===== src/ll_params.svh =====
// Timing counts, field positions, offsets and reset values of the low latency port
`ifndef LL_PARAMS_SVH
`define LL_PARAMS_SVH
// System clock and the link clock divided from it
`define LL_CLK_NS 25
`define LL_LINK_NS (2 * `LL_CLK_NS)
// Row cycle time at the fastest rate, rounded up to link cycles
`define LL_TRC_NS 20
`define LL_TRC_MIN ((`LL_TRC_NS + `LL_LINK_NS - 1) / `LL_LINK_NS)
// Refresh window and command count, spacing rounded down to system cycles
`define LL_REF_WIN_NS 32000000
`define LL_REF_CMDS 65536
`define LL_REF_INT_CYC (`LL_REF_WIN_NS / `LL_REF_CMDS / `LL_CLK_NS)
// Command pin codes as {we_n, ref_n}
`define LL_PIN_MODE 2'h0
`define LL_PIN_WRITE 2'h1
`define LL_PIN_REFRESH 2'h2
`define LL_PIN_READ 2'h3
// Mode word fields on the address pins
`define LL_MR_RL_LSB 0
`define LL_MR_BL_LSB 3
`define LL_MR_MUX_BIT 5
`define LL_MR_TRC_LSB 6
// Address split: column, row and the low half sent first in mux mode
`define LL_ROW_LSB 11
`define LL_MUX_LOW_W 11
// Mode reset values
`define LL_RL_RST 3'h3
`define LL_BL_RST 2'h0
// Controller register offsets and fields
`define LL_REG_CTRL 8'h00
`define LL_REG_ADDR 8'h04
`define LL_REG_STAT 8'h08
`define LL_CTRL_BANK_LSB 4
`define LL_CTRL_GO_BIT 8
`define LL_CTRL_REFEN_BIT 12
`define LL_STAT_DONE_BIT 1
`define LL_WD_MASK_BIT 16
`define LL_REFEN_RST 1'h1
`endif


===== src/ll_pkg.sv =====
// Types shared by both ends of the low latency port
package ll_pkg;
  typedef logic [8:0] ll_word_t;
  typedef logic [20:0] ll_addr_t;
  typedef logic [2:0] ll_bank_t;
  typedef enum logic [1:0] {OP_READ, OP_WRITE, OP_REFRESH, OP_MODE} ll_op_e;
  typedef enum logic [2:0] {
    C_IDLE = 3'h0, C_CMD2 = 3'h1, C_LAT = 3'h3, C_DATA = 3'h2, C_GAP = 3'h6
  } ll_ctl_fsm_e;
  typedef enum logic [2:0] {R_NONE, R_CTRL, R_ADDR, R_STAT, R_WD, R_RD} ll_reg_e;
  typedef struct packed {
    logic v;
    logic wr;
    ll_bank_t bank;
    ll_addr_t addr;
  } ll_slot_s;
  typedef struct packed {
    logic [2:0] rl;
    logic [1:0] bl;
    logic mux;
    logic [3:0] trc;
    logic mux_pend;
    logic mux_wr;
    ll_bank_t mux_bank;
    logic [10:0] mux_low;
    ll_slot_s [7:0] slot;
    logic [7:0][3:0] busy;
    logic [7:0][12:0] ref_row;
    logic bact;
    logic bwr;
    logic [1:0] bbeat;
    logic [12:0] bbase;
    logic qk;
    ll_word_t q_r;
    ll_word_t q_f;
    logic qv;
    logic trc_err;
    logic [12:0] last_ref;
  } ll_dev_state_s;
  typedef struct packed {
    logic ck;
    ll_ctl_fsm_e fsm;
    logic [3:0] cnt;
    logic [2:0] beat;
    ll_op_e op;
    ll_bank_t bank;
    ll_addr_t addr;
    logic refen;
    logic go;
    logic busy;
    logic done;
    logic [4:0] rtim;
    logic rdue;
    ll_bank_t rbank;
    logic [2:0] rl;
    logic [1:0] bl;
    logic mux;
    logic [3:0] trc;
    ll_word_t [7:0] wd;
    logic [7:0] wm;
    ll_word_t [7:0] rd;
    logic cs_n;
    logic [1:0] cmd;
    ll_addr_t pa;
    ll_bank_t pb;
    ll_word_t w_r;
    ll_word_t w_f;
    logic m_r;
    logic m_f;
    logic rdy;
    logic err;
    logic [31:0] prd;
  } ll_ctl_state_s;
  // Word pairs per burst: burst code 0, 1, 2 gives 2, 4, 8 words
  function automatic logic [2:0] ll_beats(input logic [1:0] bl);
    ll_beats = 3'h1 << bl;
  endfunction
endpackage


===== src/ll_link_if.sv =====
// Link between the memory controller and the memory device
interface ll_link_if;
  import ll_pkg::*;
  logic command_clock;
  logic write_data_clock;
  logic read_data_clock;
  logic cs_n;
  logic we_n;
  logic ref_n;
  ll_addr_t addr;
  ll_bank_t bank;
  ll_word_t wdata_rise;
  ll_word_t wdata_fall;
  logic write_data_mask_rise;
  logic write_data_mask_fall;
  ll_word_t rdata_rise;
  ll_word_t rdata_fall;
  logic read_data_valid;
  modport dev (
    input command_clock, write_data_clock, cs_n, we_n, ref_n, addr, bank,
    input wdata_rise, wdata_fall, write_data_mask_rise, write_data_mask_fall,
    output read_data_clock, rdata_rise, rdata_fall, read_data_valid
  );
  modport ctl (
    output command_clock, write_data_clock, cs_n, we_n, ref_n, addr, bank,
    output wdata_rise, wdata_fall, write_data_mask_rise, write_data_mask_fall,
    input read_data_clock, rdata_rise, rdata_fall, read_data_valid
  );
endinterface


===== src/ll_ctl_end.sv =====
// Memory controller end: APB registers, link clock divider, command sequencer
//
// Design decisions made here: the register addresses and register access over APB.
`include "ll_params.svh"

module ll_ctl_end
  import ll_pkg::*;
(
  // System clock and control
  input wire logic clk_sys,
  input wire logic reset,
  input wire logic ce,
  // APB slave
  input wire logic psel,
  input wire logic penable,
  input wire logic pwrite,
  input wire logic [7:0] paddr,
  input wire logic [31:0] pwdata,
  output logic [31:0] prdata,
  output logic pready,
  output logic pslverr,
  // Link to the device
  ll_link_if.ctl link
);

  //////////////////////////////////////////////////////////////////////////////
  // State

  ll_ctl_state_s st;
  ll_ctl_state_s nxt;
  ll_reg_e sel;
  logic acc;
  logic [2:0] nb;
  logic [2:0] wi;

  // Register decode by word address
  function automatic ll_reg_e reg_of(input logic [7:0] a);
    reg_of = R_NONE;
    if (a[1:0] == 2'h0) begin
      if (a == `LL_REG_CTRL) reg_of = R_CTRL;
      else if (a == `LL_REG_ADDR) reg_of = R_ADDR;
      else if (a == `LL_REG_STAT) reg_of = R_STAT;
      else if (a[7:5] == 3'h1) reg_of = R_WD;
      else if (a[7:5] == 3'h2) reg_of = R_RD;
    end
  endfunction

  //////////////////////////////////////////////////////////////////////////////
  // Next state

  always_comb begin
    nxt = st;
    sel = reg_of(paddr);
    acc = psel && penable && st.rdy;
    nb = ll_beats(st.bl);
    wi = {st.beat[1:0], 1'h0};
    // Link clock divider; commands move on its falling half
    nxt.ck = ~st.ck;
    // APB: no wait states, data and error prepared in setup
    nxt.rdy = psel && !penable;
    if (psel && !penable) begin
      nxt.err = (sel == R_NONE) || (pwrite && sel == R_RD);
      unique case (sel)
        R_CTRL: nxt.prd = {19'h0, st.refen, 5'h0, st.bank, 2'h0, st.op};
        R_ADDR: nxt.prd = {11'h0, st.addr};
        R_STAT: nxt.prd = {30'h0, st.done, st.busy};
        R_WD: nxt.prd = {15'h0, st.wm[paddr[4:2]], 7'h0, st.wd[paddr[4:2]]};
        R_RD: nxt.prd = {23'h0, st.rd[paddr[4:2]]};
        R_NONE: nxt.prd = 32'h0;
      endcase
    end
    if (acc && pwrite && !st.err) begin
      unique case (sel)
        R_CTRL: begin
          nxt.op = ll_op_e'(pwdata[1:0]);
          nxt.bank = pwdata[`LL_CTRL_BANK_LSB +: 3];
          nxt.refen = pwdata[`LL_CTRL_REFEN_BIT];
          if (pwdata[`LL_CTRL_GO_BIT] && !st.busy) begin
            nxt.go = 1'h1;
            nxt.busy = 1'h1;
          end
        end
        R_ADDR: nxt.addr = pwdata[20:0];
        R_STAT: if (pwdata[`LL_STAT_DONE_BIT]) nxt.done = 1'h0;
        R_WD: begin
          nxt.wd[paddr[4:2]] = pwdata[8:0];
          nxt.wm[paddr[4:2]] = pwdata[`LL_WD_MASK_BIT];
        end
        default: nxt.err = st.err;
      endcase
    end
    // Command sequencer, one step per link cycle
    if (st.ck) begin
      nxt.cs_n = 1'h1;
      unique case (st.fsm)
        C_IDLE: begin
          if (st.rdue && st.refen) begin
            // Refresh banks in turn to spread rows over the window
            nxt.cs_n = 1'h0;
            nxt.cmd = `LL_PIN_REFRESH;
            nxt.pb = st.rbank;
            nxt.rbank = st.rbank + 3'h1;
            nxt.rdue = 1'h0;
            // Marks an automatic refresh so a pending go is not closed early
            nxt.beat = 3'h7;
            nxt.cnt = st.trc;
            nxt.fsm = C_GAP;
          end else if (st.go) begin
            nxt.cs_n = 1'h0;
            nxt.pb = st.bank;
            nxt.pa = st.addr;
            nxt.cnt = st.trc;
            nxt.fsm = C_GAP;
            nxt.beat = 3'h0;
            unique case (st.op)
              OP_MODE: begin
                nxt.cmd = `LL_PIN_MODE;
                nxt.rl = st.addr[`LL_MR_RL_LSB +: 3];
                if (st.addr[`LL_MR_BL_LSB +: 2] != 2'h3) begin
                  nxt.bl = st.addr[`LL_MR_BL_LSB +: 2];
                end
                nxt.mux = st.addr[`LL_MR_MUX_BIT];
                nxt.trc = st.addr[`LL_MR_TRC_LSB +: 4];
                if (st.addr[`LL_MR_TRC_LSB +: 4] < 4'(`LL_TRC_MIN)) begin
                  nxt.trc = 4'(`LL_TRC_MIN);
                end
              end
              OP_REFRESH: nxt.cmd = `LL_PIN_REFRESH;
              OP_READ, OP_WRITE: begin
                nxt.cmd = (st.op == OP_READ) ? `LL_PIN_READ : `LL_PIN_WRITE;
                nxt.cnt = {1'h0, st.rl} + 4'h1;
                nxt.fsm = st.mux ? C_CMD2 : C_LAT;
                if (st.mux) begin
                  nxt.pa = {10'h0, st.addr[`LL_MUX_LOW_W - 1:0]};
                end
              end
            endcase
          end
        end
        C_CMD2: begin
          nxt.pa = {11'h0, st.addr[20:`LL_MUX_LOW_W]};
          nxt.fsm = C_LAT;
        end
        C_LAT: begin
          nxt.cnt = st.cnt - 4'h1;
          if (st.cnt == 4'h1) begin
            nxt.fsm = C_DATA;
            if (st.op == OP_WRITE) begin
              // First pair goes out read latency plus one link cycles after the command
              nxt.w_r = st.wd[0];
              nxt.w_f = st.wd[1];
              nxt.m_r = st.wm[0];
              nxt.m_f = st.wm[1];
              nxt.beat = 3'h1;
            end
          end
        end
        C_DATA: begin
          if (st.op == OP_WRITE) begin
            if (st.beat < nb) begin
              nxt.w_r = st.wd[wi];
              nxt.w_f = st.wd[wi | 3'h1];
              nxt.m_r = st.wm[wi];
              nxt.m_f = st.wm[wi | 3'h1];
              nxt.beat = st.beat + 3'h1;
            end else begin
              nxt.m_r = 1'h1;
              nxt.m_f = 1'h1;
              nxt.cnt = st.trc;
              nxt.fsm = C_GAP;
            end
          end else if (link.read_data_valid) begin
            nxt.rd[wi] = link.rdata_rise;
            nxt.rd[wi | 3'h1] = link.rdata_fall;
            nxt.beat = st.beat + 3'h1;
            if (st.beat + 3'h1 == nb) begin
              nxt.cnt = st.trc;
              nxt.fsm = C_GAP;
            end
          end
        end
        C_GAP: begin
          // Hold off the next command for a full row cycle
          if (st.cnt == 4'h0) begin
            nxt.fsm = C_IDLE;
            if (st.go && st.beat != 3'h7) begin
              nxt.go = 1'h0;
              nxt.busy = 1'h0;
              nxt.done = 1'h1;
            end
          end else begin
            nxt.cnt = st.cnt - 4'h1;
          end
        end
        default: nxt.fsm = C_IDLE;
      endcase
    end
    // Refresh spacing timer; a due mark set here wins over the clear above
    if (st.rtim == 5'(`LL_REF_INT_CYC - 1)) begin
      nxt.rtim = 5'h0;
      nxt.rdue = 1'h1;
    end else begin
      nxt.rtim = st.rtim + 5'h1;
    end
  end

  //////////////////////////////////////////////////////////////////////////////
  // Registers

  // All state, frozen while the clock enable is low
  always_ff @(posedge clk_sys) begin
    if (reset) begin
      st <= '0;
      st.fsm <= C_IDLE;
      st.cs_n <= 1'h1;
      st.cmd <= `LL_PIN_READ;
      st.m_r <= 1'h1;
      st.m_f <= 1'h1;
      st.rl <= `LL_RL_RST;
      st.bl <= `LL_BL_RST;
      st.trc <= 4'(`LL_TRC_MIN);
      st.refen <= `LL_REFEN_RST;
    end else if (ce) begin
      st <= nxt;
    end
  end

  //////////////////////////////////////////////////////////////////////////////
  // Outputs

  // Bus answer and link pins straight from flip-flops
  assign prdata = st.prd;
  assign pready = st.rdy;
  assign pslverr = st.err;
  assign link.command_clock = st.ck;
  assign link.write_data_clock = st.ck;
  assign link.cs_n = st.cs_n;
  assign link.we_n = st.cmd[1];
  assign link.ref_n = st.cmd[0];
  assign link.addr = st.pa;
  assign link.bank = st.pb;
  assign link.wdata_rise = st.w_r;
  assign link.wdata_fall = st.w_f;
  assign link.write_data_mask_rise = st.m_r;
  assign link.write_data_mask_fall = st.m_f;

endmodule


===== src/flat_wrapper.sv =====
// flat-port wrapper written by rule: the top's interface ports become plain ports
module ll_ctl_end_flat import ll_pkg::*;
  (clk_sys, reset, ce, psel, penable, pwrite, paddr, pwdata, prdata, pready, pslverr, link_command_clock, link_write_data_clock, link_cs_n, link_we_n, link_ref_n, link_addr, link_bank, link_wdata_rise, link_wdata_fall, link_write_data_mask_rise, link_write_data_mask_fall, link_read_data_clock, link_rdata_rise, link_rdata_fall, link_read_data_valid);
  ll_link_if link_i ();
  input wire logic clk_sys;
  input wire logic reset;
  input wire logic ce;
  input wire logic psel;
  input wire logic penable;
  input wire logic pwrite;
  input wire logic [7:0] paddr;
  input wire logic [31:0] pwdata;
  output logic [31:0] prdata;
  output logic pready;
  output logic pslverr;
  output wire logic [$bits(link_i.command_clock)-1:0] link_command_clock;
  output wire logic [$bits(link_i.write_data_clock)-1:0] link_write_data_clock;
  output wire logic [$bits(link_i.cs_n)-1:0] link_cs_n;
  output wire logic [$bits(link_i.we_n)-1:0] link_we_n;
  output wire logic [$bits(link_i.ref_n)-1:0] link_ref_n;
  output wire logic [$bits(link_i.addr)-1:0] link_addr;
  output wire logic [$bits(link_i.bank)-1:0] link_bank;
  output wire logic [$bits(link_i.wdata_rise)-1:0] link_wdata_rise;
  output wire logic [$bits(link_i.wdata_fall)-1:0] link_wdata_fall;
  output wire logic [$bits(link_i.write_data_mask_rise)-1:0] link_write_data_mask_rise;
  output wire logic [$bits(link_i.write_data_mask_fall)-1:0] link_write_data_mask_fall;
  input wire logic [$bits(link_i.read_data_clock)-1:0] link_read_data_clock;
  input wire logic [$bits(link_i.rdata_rise)-1:0] link_rdata_rise;
  input wire logic [$bits(link_i.rdata_fall)-1:0] link_rdata_fall;
  input wire logic [$bits(link_i.read_data_valid)-1:0] link_read_data_valid;
  assign link_command_clock = link_i.command_clock;
  assign link_write_data_clock = link_i.write_data_clock;
  assign link_cs_n = link_i.cs_n;
  assign link_we_n = link_i.we_n;
  assign link_ref_n = link_i.ref_n;
  assign link_addr = link_i.addr;
  assign link_bank = link_i.bank;
  assign link_wdata_rise = link_i.wdata_rise;
  assign link_wdata_fall = link_i.wdata_fall;
  assign link_write_data_mask_rise = link_i.write_data_mask_rise;
  assign link_write_data_mask_fall = link_i.write_data_mask_fall;
  assign link_i.read_data_clock = link_read_data_clock;
  assign link_i.rdata_rise = link_rdata_rise;
  assign link_i.rdata_fall = link_rdata_fall;
  assign link_i.read_data_valid = link_read_data_valid;
  ll_ctl_end u_core (.clk_sys(clk_sys), .reset(reset), .ce(ce), .psel(psel), .penable(penable), .pwrite(pwrite), .paddr(paddr), .pwdata(pwdata), .prdata(prdata), .pready(pready), .pslverr(pslverr), .link(link_i));
endmodule

===== config.mk =====
export PLATFORM = sky130hd
export DESIGN_NAME = ll_ctl_end_flat
export DESIGN_NICKNAME = d
export VERILOG_FILES = /design/src/ll_pkg.sv /design/src/ll_link_if.sv /design/src/ll_ctl_end.sv /design/src/flat_wrapper.sv
export VERILOG_INCLUDE_DIRS = /design/src
export SDC_FILE = /design/constraint.sdc
export NUM_CORES = 1
export LEC_CHECK = 0
export BUFFER_PORTS_ARGS = -buffer_cell sky130_fd_sc_hd__buf_2
export CAP_MARGIN = 10
export CORE_MARGIN = 3
export CORE_UTILIZATION = 56
export DETAILED_ROUTE_END_ITERATION = 16
export GPL_TIMING_DRIVEN = 0
export PLACE_DENSITY = 0.83
export SLEW_MARGIN = 20
export SYNTH_ARGS = -nofsm -noshare
export SYNTH_HDL_FRONTEND = slang
export SYNTH_SLANG_ARGS = --single-unit

===== constraint.sdc =====
create_clock -name clk_sys -period 3.6 [get_ports clk_sys]
set_clock_uncertainty 0.2 [all_clocks]
set_input_delay 0.18 -clock clk_sys [delete_from_list [all_inputs] [get_ports clk_sys]]
set_output_delay 0.18 -clock clk_sys [all_outputs]
set_load 0.02 [all_outputs]

; After elaboration in Yosys (flattened, before gate mapping)
; Index checks and enable logic that the tools add are counted.
[word_totals]
register_bits = 293
output_inout_bits = 83
[classes]
n_shift = 1
order_cmp = 8
reduce_logical = 50
muxes = 88
add_sub_neg = 5
eq_ne = 35
n_bitwise = 3
[op_table]
columns = operator, count
row1 = bitwise mux 72 bit, 3
row2 = case mux 32 bit (6 select lines), 1
row3 = two-way mux 10 bit, 7
row4 = two-way mux 21 bit, 3
row5 = two-way mux 9 bit, 7
row6 = two-way mux 20 bit, 3
row7 = two-way mux 3 bit, 19
row8 = binary-select mux 9 bit (select 3 bit), 2
row9 = case mux 21 bit (2 select lines), 1
row10 = case mux 20 bit (2 select lines), 1
row11 = binary-select mux 9 bit (select 2 bit), 2
row12 = demux 9 bit (select 2 bit), 2
row13 = two-way mux 33 bit, 1
row14 = two-way mux 14 bit, 2
row15 = demux 9 bit (select 3 bit), 1
row16 = two-way mux 27 bit, 1
row17 = AND reduction 8 bit, 3
row18 = two-way mux 7 bit, 3
row19 = two-way mux 18 bit, 1
row20 = case mux 4 bit (4 select lines), 1
row21 = "== test 3 x 2 -> 1 bit, second input constant", 5
row22 = case mux 3 bit (5 select lines), 1
row23 = AND reduction 7 bit, 2
row24 = logical AND 1 bit, 12
row25 = 50 further kinds, 106

; Longest topological paths before layout
; Gate-level depths: netlist of run 1.
[logic_depth]
depth_word = 14
mapped_depth = 10

; Worst setup path after synthesis of run 1
; OpenSTA, ideal clock, no wires.
[synth_path]
path_type = register to register
start = register u_core.st[283] (netlist name)
end = register u_core.st[287] (netlist name)
required_time_ns = 3.279
period_less_slack_ns = 2.904
path_stages_with_launch = 11
setup_ns = 0.121
path_slack_ns = 0.696
arrival_time_ns = 2.583
cell_sequence = dfxtp_1 > clkbuf_1 > inv_1 > clkbuf_1 > buf_1 > ha_1 > nor4bb_1 > a211o_1 > a22o_1 > o211ai_2 > mux2_2
[synth_between]
elab_chain_len = 4
[synth_rtl]
columns = element, line_no
row1 = "start, declared", ll_ctl_end.sv:29  ; ll_ctl_state_s st;
row2 = "start signal, assigned", ll_ctl_end.sv:224  ; st <= nxt;
row3 = adder 3 x 1 -> 3 bit, ll_ctl_end.sv:176  ; if (st.beat + 3'h1 == nb) begin
row4 = == test 3 bit, ll_ctl_end.sv:176
row5 = != test 3 x 1 -> 1 bit (no source line), --
row6 = AND reduction 8 bit (no source line) *, --
; Mark *: on every way between the ends. The rest lies on a longest branch, timed or not.
; A chain may end at the register's enable or synchronous reset.

; Worst setup path after layout of run 1
; Same ends and word-level chain as after synthesis.

==> metrics.txt, run 1 <==
mean area per synthesized cell=just under 9 um^2; Buffers on Ports=113; PwrDens=416 nW/um^2; Lkg Pwr=6.19 nW; Hold Vio Cnt, Final=0; Hold WC Path Type=primary input to register; commonest non-fill, non-tap cell in the layout=dfxtp_1; drt wl/cell=21.0 um; startpoint types=register; Finish-stage setup viols=0; total track usage=between 30% and 40%; crit path buf inv count=3; routability cong.=0.971; Cell Area, Synth=13,500 um^2; Post-Synth XOR/XNOR Area=0.712%; CP required=slightly below 4 ns; # rows=56; CTS tree=done; cells on worst reg2reg path=9; most frequent cells in the layout=282 x dfxtp_1, 195 x nand2_1, 158 x nor2_1; DRT iter0 DRCs=1,757; # Max-Cap Violations=0; CTS Buffer Depth=3; Worst Tran Pin Value=~1.1 ns; unrepaired setup endpoints after global routing=false; vias in the first global route=12,113; number of antenna violations at the first check in global routing=1; Post-DRT Antenna Nets=0; Hold Path Stages=5; Synth Area in Simple Gates=19.3%; Core Region=23,600 um^2; Synth Area in Compound Gates=13.5%; Clk Latency, worst-skew pair=~0.57 ns; via count=12,734; Crit path largest cell delay=0.41 ns; die width=161 um; WP data arrival=3.64 ns; Die Ht=161 um; # IOs=149; Yosys reg bits=282; EDFF count, synth=0; crit path cell chain=clkbuf_1 > inv_1 > buf_2 > ha_1 > nor4bb_1 > a211o_1 > a22o_1 > o211ai_2 > mux2_2; Layout fillers=1,858; CP max FO=11; total CTS buffers=29; Clock transition at path regs=roughly 0.060 ns; Slew Limit Fails=0; Clock Sink Count=282; setup tns final=0 ns; Synth async-reset ratio=0%; n_diodes=0; largest net degree at the start of global routing=16; DRC viols=0; initial core utilization=57.3%; status=complete, no violations; CP Class=register to register; mux contribution to synthesized area=about 15%; Synth Instances=1,534; Detailed Route WL=between 40,000 and 50,000 um; power after layout=0.00666 W; clock root cell=clkbuf_16; combinational family with the most area after synthesis=simple AND/OR/NAND/NOR gates; full die area=around 26,000 um^2; delay-heaviest family, CP=buffers and inverters; P&R area growth vs syn=18.3%; first-pass GRT wire length=approximately 67,000 um; Synth Area in Adders=under 10%; H-tree Lvls=1; Post-Route Utilization=67.8%; total global routing overflow=0; FMAX=0.295 GHz; period utilization=94.2%; DPL Wire Length=30,400 um; Distinct cells, synth=76; peak supply drop=about 0.00036 V; CP max-delay cell=dfxtp_1; critical path depth in cells=9; Yosys Warn Count=0; post-layout min period=3.39 ns; via/cell ratio=6.14; Main synth FF type=dfxtp_1; proportion of layout cells with a drive suffix above 1=18.9%; element type at the critical path end=register; register area share after synthesis=41.7%; Pre-Repair DR Iteration Count=6; Nets=approximately 1,800; max_slew headroom=28.4%
[flip-flops by register name (all words and copies together) (netlist names)]
register                          cells
u_core.link.wdata_fall                9
u_core.link.wdata_rise                9
u_core.link.cs_n                      1
u_core.link.bank                      3
u_core.link.write_data_mask_rise      1
u_core.link.ref_n                     1
u_core.prdata                        21
u_core.link.write_data_mask_fall      1
u_core.link.we_n                      1
u_core.link.command_clock             1
u_core.pslverr                        1
u_core.link.addr                     21
u_core.pready                         1
u_core.st                           211
[power by group]
group          internal [W]  switching (W)
sequential          0.00313     0.00000805
combinational      0.000117       0.000232
clock               0.00190        0.00128
total               0.00515        0.00152
[cells in the mapped netlist, types with 9 or more instances]
| library cell | number | area share [%] |
|---|---|---|
| a22oi_1 | 29 | 1.6 |
| ha_1 | 15 | 1.4 |
| buf_4 | 76 | 4.2 |
| mux2i_1 | 101 | 7.5 |
| buf_2 | 33 | 1.2 |
| a311oi_1 | 10 | 0.65 |
| o211ai_1 | 22 | 1.2 |
| clkbuf_1 | 80 | 2.2 |
| inv_1 | 23 | 0.64 |
| a21oi_1 | 141 | 5.2 |
| buf_1 | 9 | 0.25 |
| nor2b_1 | 17 | 0.79 |
| mux4_2 | 40 | 6.7 |
| nor3_1 | 9 | 0.33 |
| nand2b_1 | 12 | 0.55 |
| o21ai_0 | 21 | 0.78 |
| nor2_1 | 158 | 4.4 |
| dfxtp_1 | 282 | 42 |
| nand4_1 | 11 | 0.51 |
| nand3_1 | 119 | 4.4 |
| nand2_1 | 195 | 5.4 |
[repair_timing]
action                                  4_1_cts  5_1_grt
resized for setup                             1        0
hold buffers                                 46        0
setup buffers                                 0        0
endpoints found under the setup margin       15       19
hold endpoints to repair                    144        0
[tightest hold or removal path: stages]
cell	delay (ns)
buf_2	0.08
or3_1	0.18
nand4_1	0.11
a21oi_1	0.13
o32ai_1	0.08
[stage by stage]
stage / worst slack [ns] / cells / instance area, um^2 / hold WS (ns)
after floorplan: 0.696 / 1544 / 13600 / 0.105
after global placement: -0.147 / 1976 / 14500 / 0.232
after detailed placement: -0.189 / 1976 / 14500 / 0.234
after CTS: 0.0889 / 2076 / 16000 / 0.0401
after global routing: 0.133 / 2075 / 16000 / 0.0755
final: 0.210 / 2075 / 16000 / 0.0538
[cell families (layout without fill, tap and decap cells)]
family                     count (synthesis)  count (layout)
xor gates and xnor gates                  11              11
and+or+nand+nor                          571             571
AOI/OAI and AO/OA                        284             284
other                                      1              11
buffers and inverters                    223             435
DFF                                      282             282
muxes                                    147             147
adders and majority gates                 15              15
[path summary, 6_finish.rpt]
check / startpoint / endpoint / slack [ns]
worst max-delay path: u_core.st[283]$_SDFFE_PP0P_ / u_core.st[287]$_SDFFE_PP0P_ / 0.21
worst min register to register: u_core.st[142]$_SDFFE_PP0P_ / u_core.st[142]$_SDFFE_PP0P_ / 0.25
worst min-delay path: link_read_data_valid / u_core.st[288]$_SDFFE_PP0P_ / 0.05
worst max register to register: u_core.st[283]$_SDFFE_PP0P_ / u_core.st[287]$_SDFFE_PP0P_ / 0.21
[per-layer routing]
layer / part of all wire [%] / vias up / wire, um / track usage (%)
met2: 46 / 844 / 19900 / 52.1
met4: 4.1 / 2 / 1800 / 12.9
met5: 0.016 / - / 7 / 0
li1: - / 5725 / - / -
met3: 12 / 158 / 5020 / 7.21
met1: 39 / 6005 / 16800 / 42.1
[area by class of cell]
type	instances	area [um^2]	area share, %
buffer	199	1090	6.81
clock buffer	43	838	5.24
clock inverter	11	173	1.08
inverter	23	86.3	0.539
multi-input combinational	1039	6750	42.2
sequential	282	5650	35.3
tap	319	399	2.49
timing repair buffer	159	1030	6.41
Power figures use the tool's default switching activity.
==> run 2: changes to the inputs <==
MAX_ROUTING_LAYER = met4   (was default)
==> metrics.txt, run 2 (same netlist as run 1, synthesis figures left out) <==
routability cong.=0.961 (was 0.971); largest net degree at the start of global routing=16 (unchanged); crit path buf inv count=3 (unchanged); CP Class=register to register (unchanged); Clock transition at path regs=0.07 ns (was 0.06 ns); top sig layer=met4 (was met5); Post-DRT Antenna Nets=0 (unchanged); most frequent cells in the layout=282 x dfxtp_1, 195 x nand2_1, 158 x nor2_1 (unchanged); Hold Vio Cnt, Final=0 (unchanged); Pre-Repair DR Iteration Count=6 (unchanged); Core Region=23,600 um^2 (unchanged); Largest Register=u_core.st (unchanged); Clk Latency, worst-skew pair=0.57 ns (about the same); unrepaired setup endpoints after global routing=false (unchanged); # Max-Cap Violations=0 (unchanged); vias in the first global route=12,370 (was 12,113); status=complete, no violations (unchanged); initial core utilization=57.3% (unchanged); max FFs per register=211 (unchanged); clock root cell=clkbuf_16 (unchanged); Worst Tran Pin Value=1.04 ns (was 1.07 ns); startpoint types=register (unchanged); Post-CTS Setup Bufs=0 (unchanged); crit path cell chain=clkbuf_1 > inv_1 > buf_2 > ha_1 > nor4bb_1 > a211o_1 > a22o_1 > o211ai_2 > mux2_2 (unchanged); reg2reg setup slack=0.18 ns (was 0.21 ns); Finish-stage setup viols=0 (unchanged); Post-Route Utilization=67.8% (about the same); total global routing overflow=0 (unchanged); PwrDens=415 nW/um^2 (was 416 nW/um^2); RR Endpoint=u_core.st[287]$_SDFFE_PP0P_ (unchanged); Clock Sink Count=282 (unchanged); peak supply drop=0.000502 V (was 0.000359 V); Die Ht=161 um (unchanged); delay-heaviest family, CP=buffers and inverters (unchanged); die width=161 um (unchanged); via/cell ratio=6.22 (was 6.14); WP data arrival=3.67 ns (was 3.64 ns); period utilization=95.1% (was 94.2%); CP required=3.84 ns (was 3.85 ns); commonest non-fill, non-tap cell in the layout=dfxtp_1 (unchanged); P&R area growth vs syn=18.3% (about the same); # rows=56 (unchanged); Detailed Route WL=44,300 um (was 43,500 um); Setup WS pre-CTS=-0.0853 ns (was -0.189 ns); Crit path largest cell delay=0.41 ns (about the same); H-tree Lvls=1 (unchanged); full die area=26,100 um^2 (unchanged); CP max-delay cell=dfxtp_1 (unchanged); post-route met1 wirelength=16,800 um (about the same); first-pass GRT wire length=68,200 um (was 66,900 um); CP max FO=11 (unchanged); post-layout min period=3.42 ns (was 3.39 ns); final instance area=16,000 um^2 (about the same); # IOs=149 (unchanged); total CTS buffers=29 (unchanged); Hold Path Stages=3 (was 5); worst-case hold path end point=u_core.st[261]$_SDFFE_PP0P_ (was u_core.st[288]$_SDFFE_PP0P_); FMAX=0.292 GHz (was 0.295 GHz); wire length on met3=4980 um (was 5020 um); metal2 WL=20,000 um (was 19,900 um); via count=12,914 (was 12,734); DRC viols=0 (unchanged); Slew Limit Fails=0 (unchanged); Hold WC Path Type=primary input to register (unchanged); Buffers on Ports=113 (unchanged); cells on worst reg2reg path=9 (unchanged); drt wl/cell=21.4 um (was 21.0 um); max_slew headroom=30.6% (was 28.4%); Lkg Pwr=6.20 nW (was 6.19 nW); Hold Path Origin=pwdata[5] (was link_read_data_valid); number of antenna violations at the first check in global routing=2 (was 1); CTS Buffer Depth=3 (unchanged); CTS tree=done (unchanged); DRT iter0 DRCs=1,799 (was 1,757); final worst slack=0.175 ns (was 0.210 ns); launch point of the worst reg-to-reg path=u_core.st[283]$_SDFFE_PP0P_ (unchanged); Nets=1,813 (was 1,814); proportion of layout cells with a drive suffix above 1=19.2% (was 18.9%); total track usage=33.9% (was 32.2%); DPL Wire Length=31,000 um (was 30,400 um); Placed Area=14,500 um^2 (unchanged); element type at the critical path end=register (unchanged)
==> run 2: area by class of cell <==
class | count | area [um^2]
antenna | 2 | 5.00
buffer | 199 | 1090
clock buffer | 42 | 885
clock inverter | 11 | 133
fill | 1864 | 7600
inverter | 23 | 86.3
multi-input combinational | 1039 | 6750
sequential | 282 | 5650
tap | 319 | 399
timing repair buffer | 158 | 1020
==> run 2: where the power goes <==
group | total, W | internal, W | leakage, nW | switching (W)
Combinational | 0.000350 | 0.000116 | 3.42 | 0.000234
Clock | 0.00316 | 0.00186 | 0.507 | 0.00130
Sequential | 0.00313 | 0.00313 | 2.27 | 0.00000787
==> run 2: worst max path at each step <==
stage | endpoint | slack (ns) | depth (start not counted) | startpoint
after floorplan | u_core.st[287]$_SDFFE_PP0P_ | 0.70 | 10 | u_core.st[283]$_SDFFE_PP0P_
after global placement | u_core.st[287]$_SDFFE_PP0P_ | -0.08 | 10 | u_core.st[283]$_SDFFE_PP0P_
after detailed placement | u_core.st[287]$_SDFFE_PP0P_ | -0.09 | 10 | u_core.st[283]$_SDFFE_PP0P_
after CTS | u_core.st[287]$_SDFFE_PP0P_ | 0.14 | 10 | u_core.st[283]$_SDFFE_PP0P_
after global routing | u_core.st[287]$_SDFFE_PP0P_ | 0.11 | 9 | u_core.st[283]$_SDFFE_PP0P_
final | u_core.st[287]$_SDFFE_PP0P_ | 0.18 | 9 | u_core.st[283]$_SDFFE_PP0P_
==> run 2: per-layer routing <==
metal	GRT usage, %	up-vias
met5	-	-
met2	52.7	915
met3	6.87	212
li1	-	5728
met4	17.2	0
met1	42.2	6059
==> run 2: worst register-to-register path: stages (launching register included) <==
cell and delay (ns):
dfxtp_1 0.41, clkbuf_1 0.35, inv_1 0.33, buf_2 0.34
ha_1 0.39, nor4bb_1 0.17, a211o_1 0.26, a22o_1 0.25
o211ai_2 0.27, mux2_2 0.36
==> run 2: timing repair <==
item,4_1_cts,5_1_grt
endpoints found under the hold margin,135,0
endpoints found under the setup margin,3,7
hold buffers,45,0
gates resized for setup,1,0
==> run 2: through the flow <==
stage / hold WS, ns / power, W / TNS, ns / cells
after global placement: 0.233 / 0.00350 / -0.148 / 1976
final: 0.0522 / 0.00665 / 0 / 2075
after CTS: 0.0195 / 0.00663 / 0 / 2074
after floorplan: 0.105 / 0.00337 / 0 / 1544
after global routing: 0.0821 / 0.00680 / 0 / 2075
after detailed placement: 0.238 / 0.00350 / -0.153 / 1976
==> run 3: changes to the inputs <==
BUFFER_PORTS_ARGS = -buffer_cell sky130_fd_sc_hd__clkbuf_2   (was -buffer_cell sky130_fd_sc_hd__buf_2)
PLACE_DENSITY = default   (was 0.83)
PLACE_DENSITY_LB_ADDON = 0.3   (was default)
clock period = 4 ns   (was 3.6 ns; I/O delays follow)
==> metrics.txt, run 3 (same netlist as run 1, synthesis figures left out) <==
status=complete, no violations (unchanged); DRC viols=0 (unchanged); Layout fillers=1,934 (was 1,864); Hold Vio Cnt, Final=0 (unchanged); CTS tree=done (unchanged); Pre-Repair DR Iteration Count=6 (unchanged); Post-CTS Setup Bufs=0 (unchanged); startpoint types=register (unchanged); Slew Limit Fails=0 (unchanged); commonest non-fill, non-tap cell in the layout=dfxtp_1 (unchanged); Lkg Pwr=6.09 nW (was 6.20 nW); Worst Tran Pin Value=0.996 ns (was 1.04 ns); Finish-stage setup viols=0 (unchanged); CP Class=register to register (unchanged); Nets=1,812 (was 1,813); peak supply drop=0.000354 V (was 0.000502 V); # IOs=149 (unchanged); routability cong.=0.966 (was 0.961); full die area=26,100 um^2 (unchanged); drt wl/cell=21.4 um (about the same); vias in the first global route=12,087 (was 12,370); Clk Latency, worst-skew pair=0.56 ns (was 0.57 ns); element type at the critical path end=register (unchanged); Post-DRT Antenna Nets=0 (unchanged); max FFs per register=211 (unchanged); period utilization=96.3% (was 95.1%); FMAX=0.260 GHz (was 0.292 GHz); post-layout min period=3.85 ns (was 3.42 ns); first-pass GRT wire length=68,200 um (about the same); Buffers on Ports=113 (unchanged); most frequent cells in the layout=282 x dfxtp_1, 195 x nand2_1, 158 x nor2_1 (unchanged); WP data arrival=4.09 ns (was 3.67 ns); # rows=56 (unchanged); number of antenna violations at the first check in global routing=1 (was 2); # Max-Cap Violations=0 (unchanged); area of the multi-input gates=6750 um^2 (unchanged); Min Hold Slack=0.0641 ns (was 0.0522 ns); DPL Wire Length=30,700 um (was 31,000 um); Largest Register=u_core.st (unchanged); via/cell ratio=6.11 (was 6.22); Core Region=23,600 um^2 (unchanged); setup tns final=0 ns (unchanged); proportion of layout cells with a drive suffix above 1=18.7% (was 19.2%); PwrDens=366 nW/um^2 (was 415 nW/um^2); total track usage=34.0% (was 33.9%); CTS Buffer Depth=3 (unchanged); total global routing overflow=0 (unchanged); clock root cell=clkbuf_16 (unchanged); total CTS buffers=28 (was 29); largest net degree at the start of global routing=15 (was 16); Clock Sink Count=282 (unchanged); Hold WC Path Type=primary input to register (unchanged); unrepaired setup endpoints after global routing=false (unchanged); P&R area growth vs syn=17.4% (was 18.3%); CP max FO=11 (unchanged); Die Ht=161 um (unchanged); storage element area=5650 um^2 (unchanged); Detailed Route WL=44,200 um (was 44,300 um); H-tree Lvls=1 (unchanged); die width=161 um (unchanged); DRT iter0 DRCs=1,318 (was 1,799); via count=12,619 (was 12,914); Clock transition at path regs=0.07 ns (about the same); max_slew headroom=33.6% (was 30.6%); initial core utilization=57.3% (unchanged); CP required=4.24 ns (was 3.84 ns)
-- run 3: cell count changes in the layout (fill, tap and decap cells not counted), moves of 3 or more --
| cell | before | now |
|---|---|---|
| clkbuf_2 | 0 | 114 |
| clkbuf_1 | 81 | 85 |
| buf_2 | 147 | 33 |
| clkinv_2 | 5 | 1 |
| clkbuf_8 | 11 | 8 |
-- run 3: per-layer routing --
| layer | routed length, um | global-route usage, % |
|---|---|---|
| met5 | 0 | - |
| met4 | 2160 | 15.1 |
| met3 | 4140 | 6.69 |
| met2 | 20000 | 52.2 |
| met1 | 17800 | 43.8 |
-- run 3: report_power, final --
part | total, W | switching, W | internal [W] | leakage (nW)
clock | 0.00268 | 0.00113 | 0.00155 | 0.448
sequential | 0.00282 | 0.00000740 | 0.00281 | 2.27
combinational | 0.000313 | 0.000209 | 0.000103 | 3.37
-- run 3: final timing paths --
check	slack (ns)	from	to	cells past startpoint
setup / recovery	0.15	u_core.st[283]$_SDFFE_PP0P_	u_core.st[287]$_SDFFE_PP0P_	10
hold / removal	0.06	paddr[7]	u_core.pslverr$_SDFFE_PP0P_	5
setup reg to reg	0.15	u_core.st[283]$_SDFFE_PP0P_	u_core.st[287]$_SDFFE_PP0P_	10
hold reg to reg	0.25	u_core.st[96]$_SDFFE_PP0P_	u_core.st[96]$_SDFFE_PP0P_	2
-- run 3: final cells by class --
| type | instances | share of cell area (%) |
|---|---|---|
| diodes | 1 | 0.0157 |
| plain buffers | 200 | 6.88 |
| multi-input cells | 1039 | 42.5 |
| clock inverters | 4 | 0.512 |
| well taps | 319 | 2.51 |
| clock buffers | 41 | 5.22 |
| flip-flops and latches | 282 | 35.5 |
| repair buffers | 157 | 6.33 |
| inverters | 23 | 0.543 |
-- run 3: critical path, stage by stage, from the launching register on --
cell,delay (ns)
dfxtp_1,0.35
clkbuf_1,0.20
inv_1,0.10
clkbuf_1,0.48
buf_1,0.67
ha_1,0.41
nor4bb_1,0.16
a211o_1,0.27
a22o_1,0.26
o211ai_2,0.27
mux2_2,0.37
-- run 3: through the flow --
| stage | power, W | area (um^2) | utilization, % | std cells | setup WS, ns |
|---|---|---|---|---|---|
| final | 0.00581 | 15900 | 67.3 | 2066 | 0.148 |
| after global routing | 0.00593 | 15900 | 67.3 | 2066 | 0.0390 |
| after CTS | 0.00579 | 15900 | 67.3 | 2065 | 0.274 |
| after detailed placement | 0.00315 | 14500 | 61.6 | 1976 | 0.287 |
| after global placement | 0.00315 | 14500 | 61.6 | 1976 | 0.294 |
| after floorplan | 0.00303 | 13600 | - | 1544 | 1.10 |
-- run 3: timing repair --
item                                    in CTS  in global routing
hold buffers                                44                  0
endpoints found under the setup margin       0                  0
hold endpoints to repair                   121                  0
gates resized for setup                      0                  0
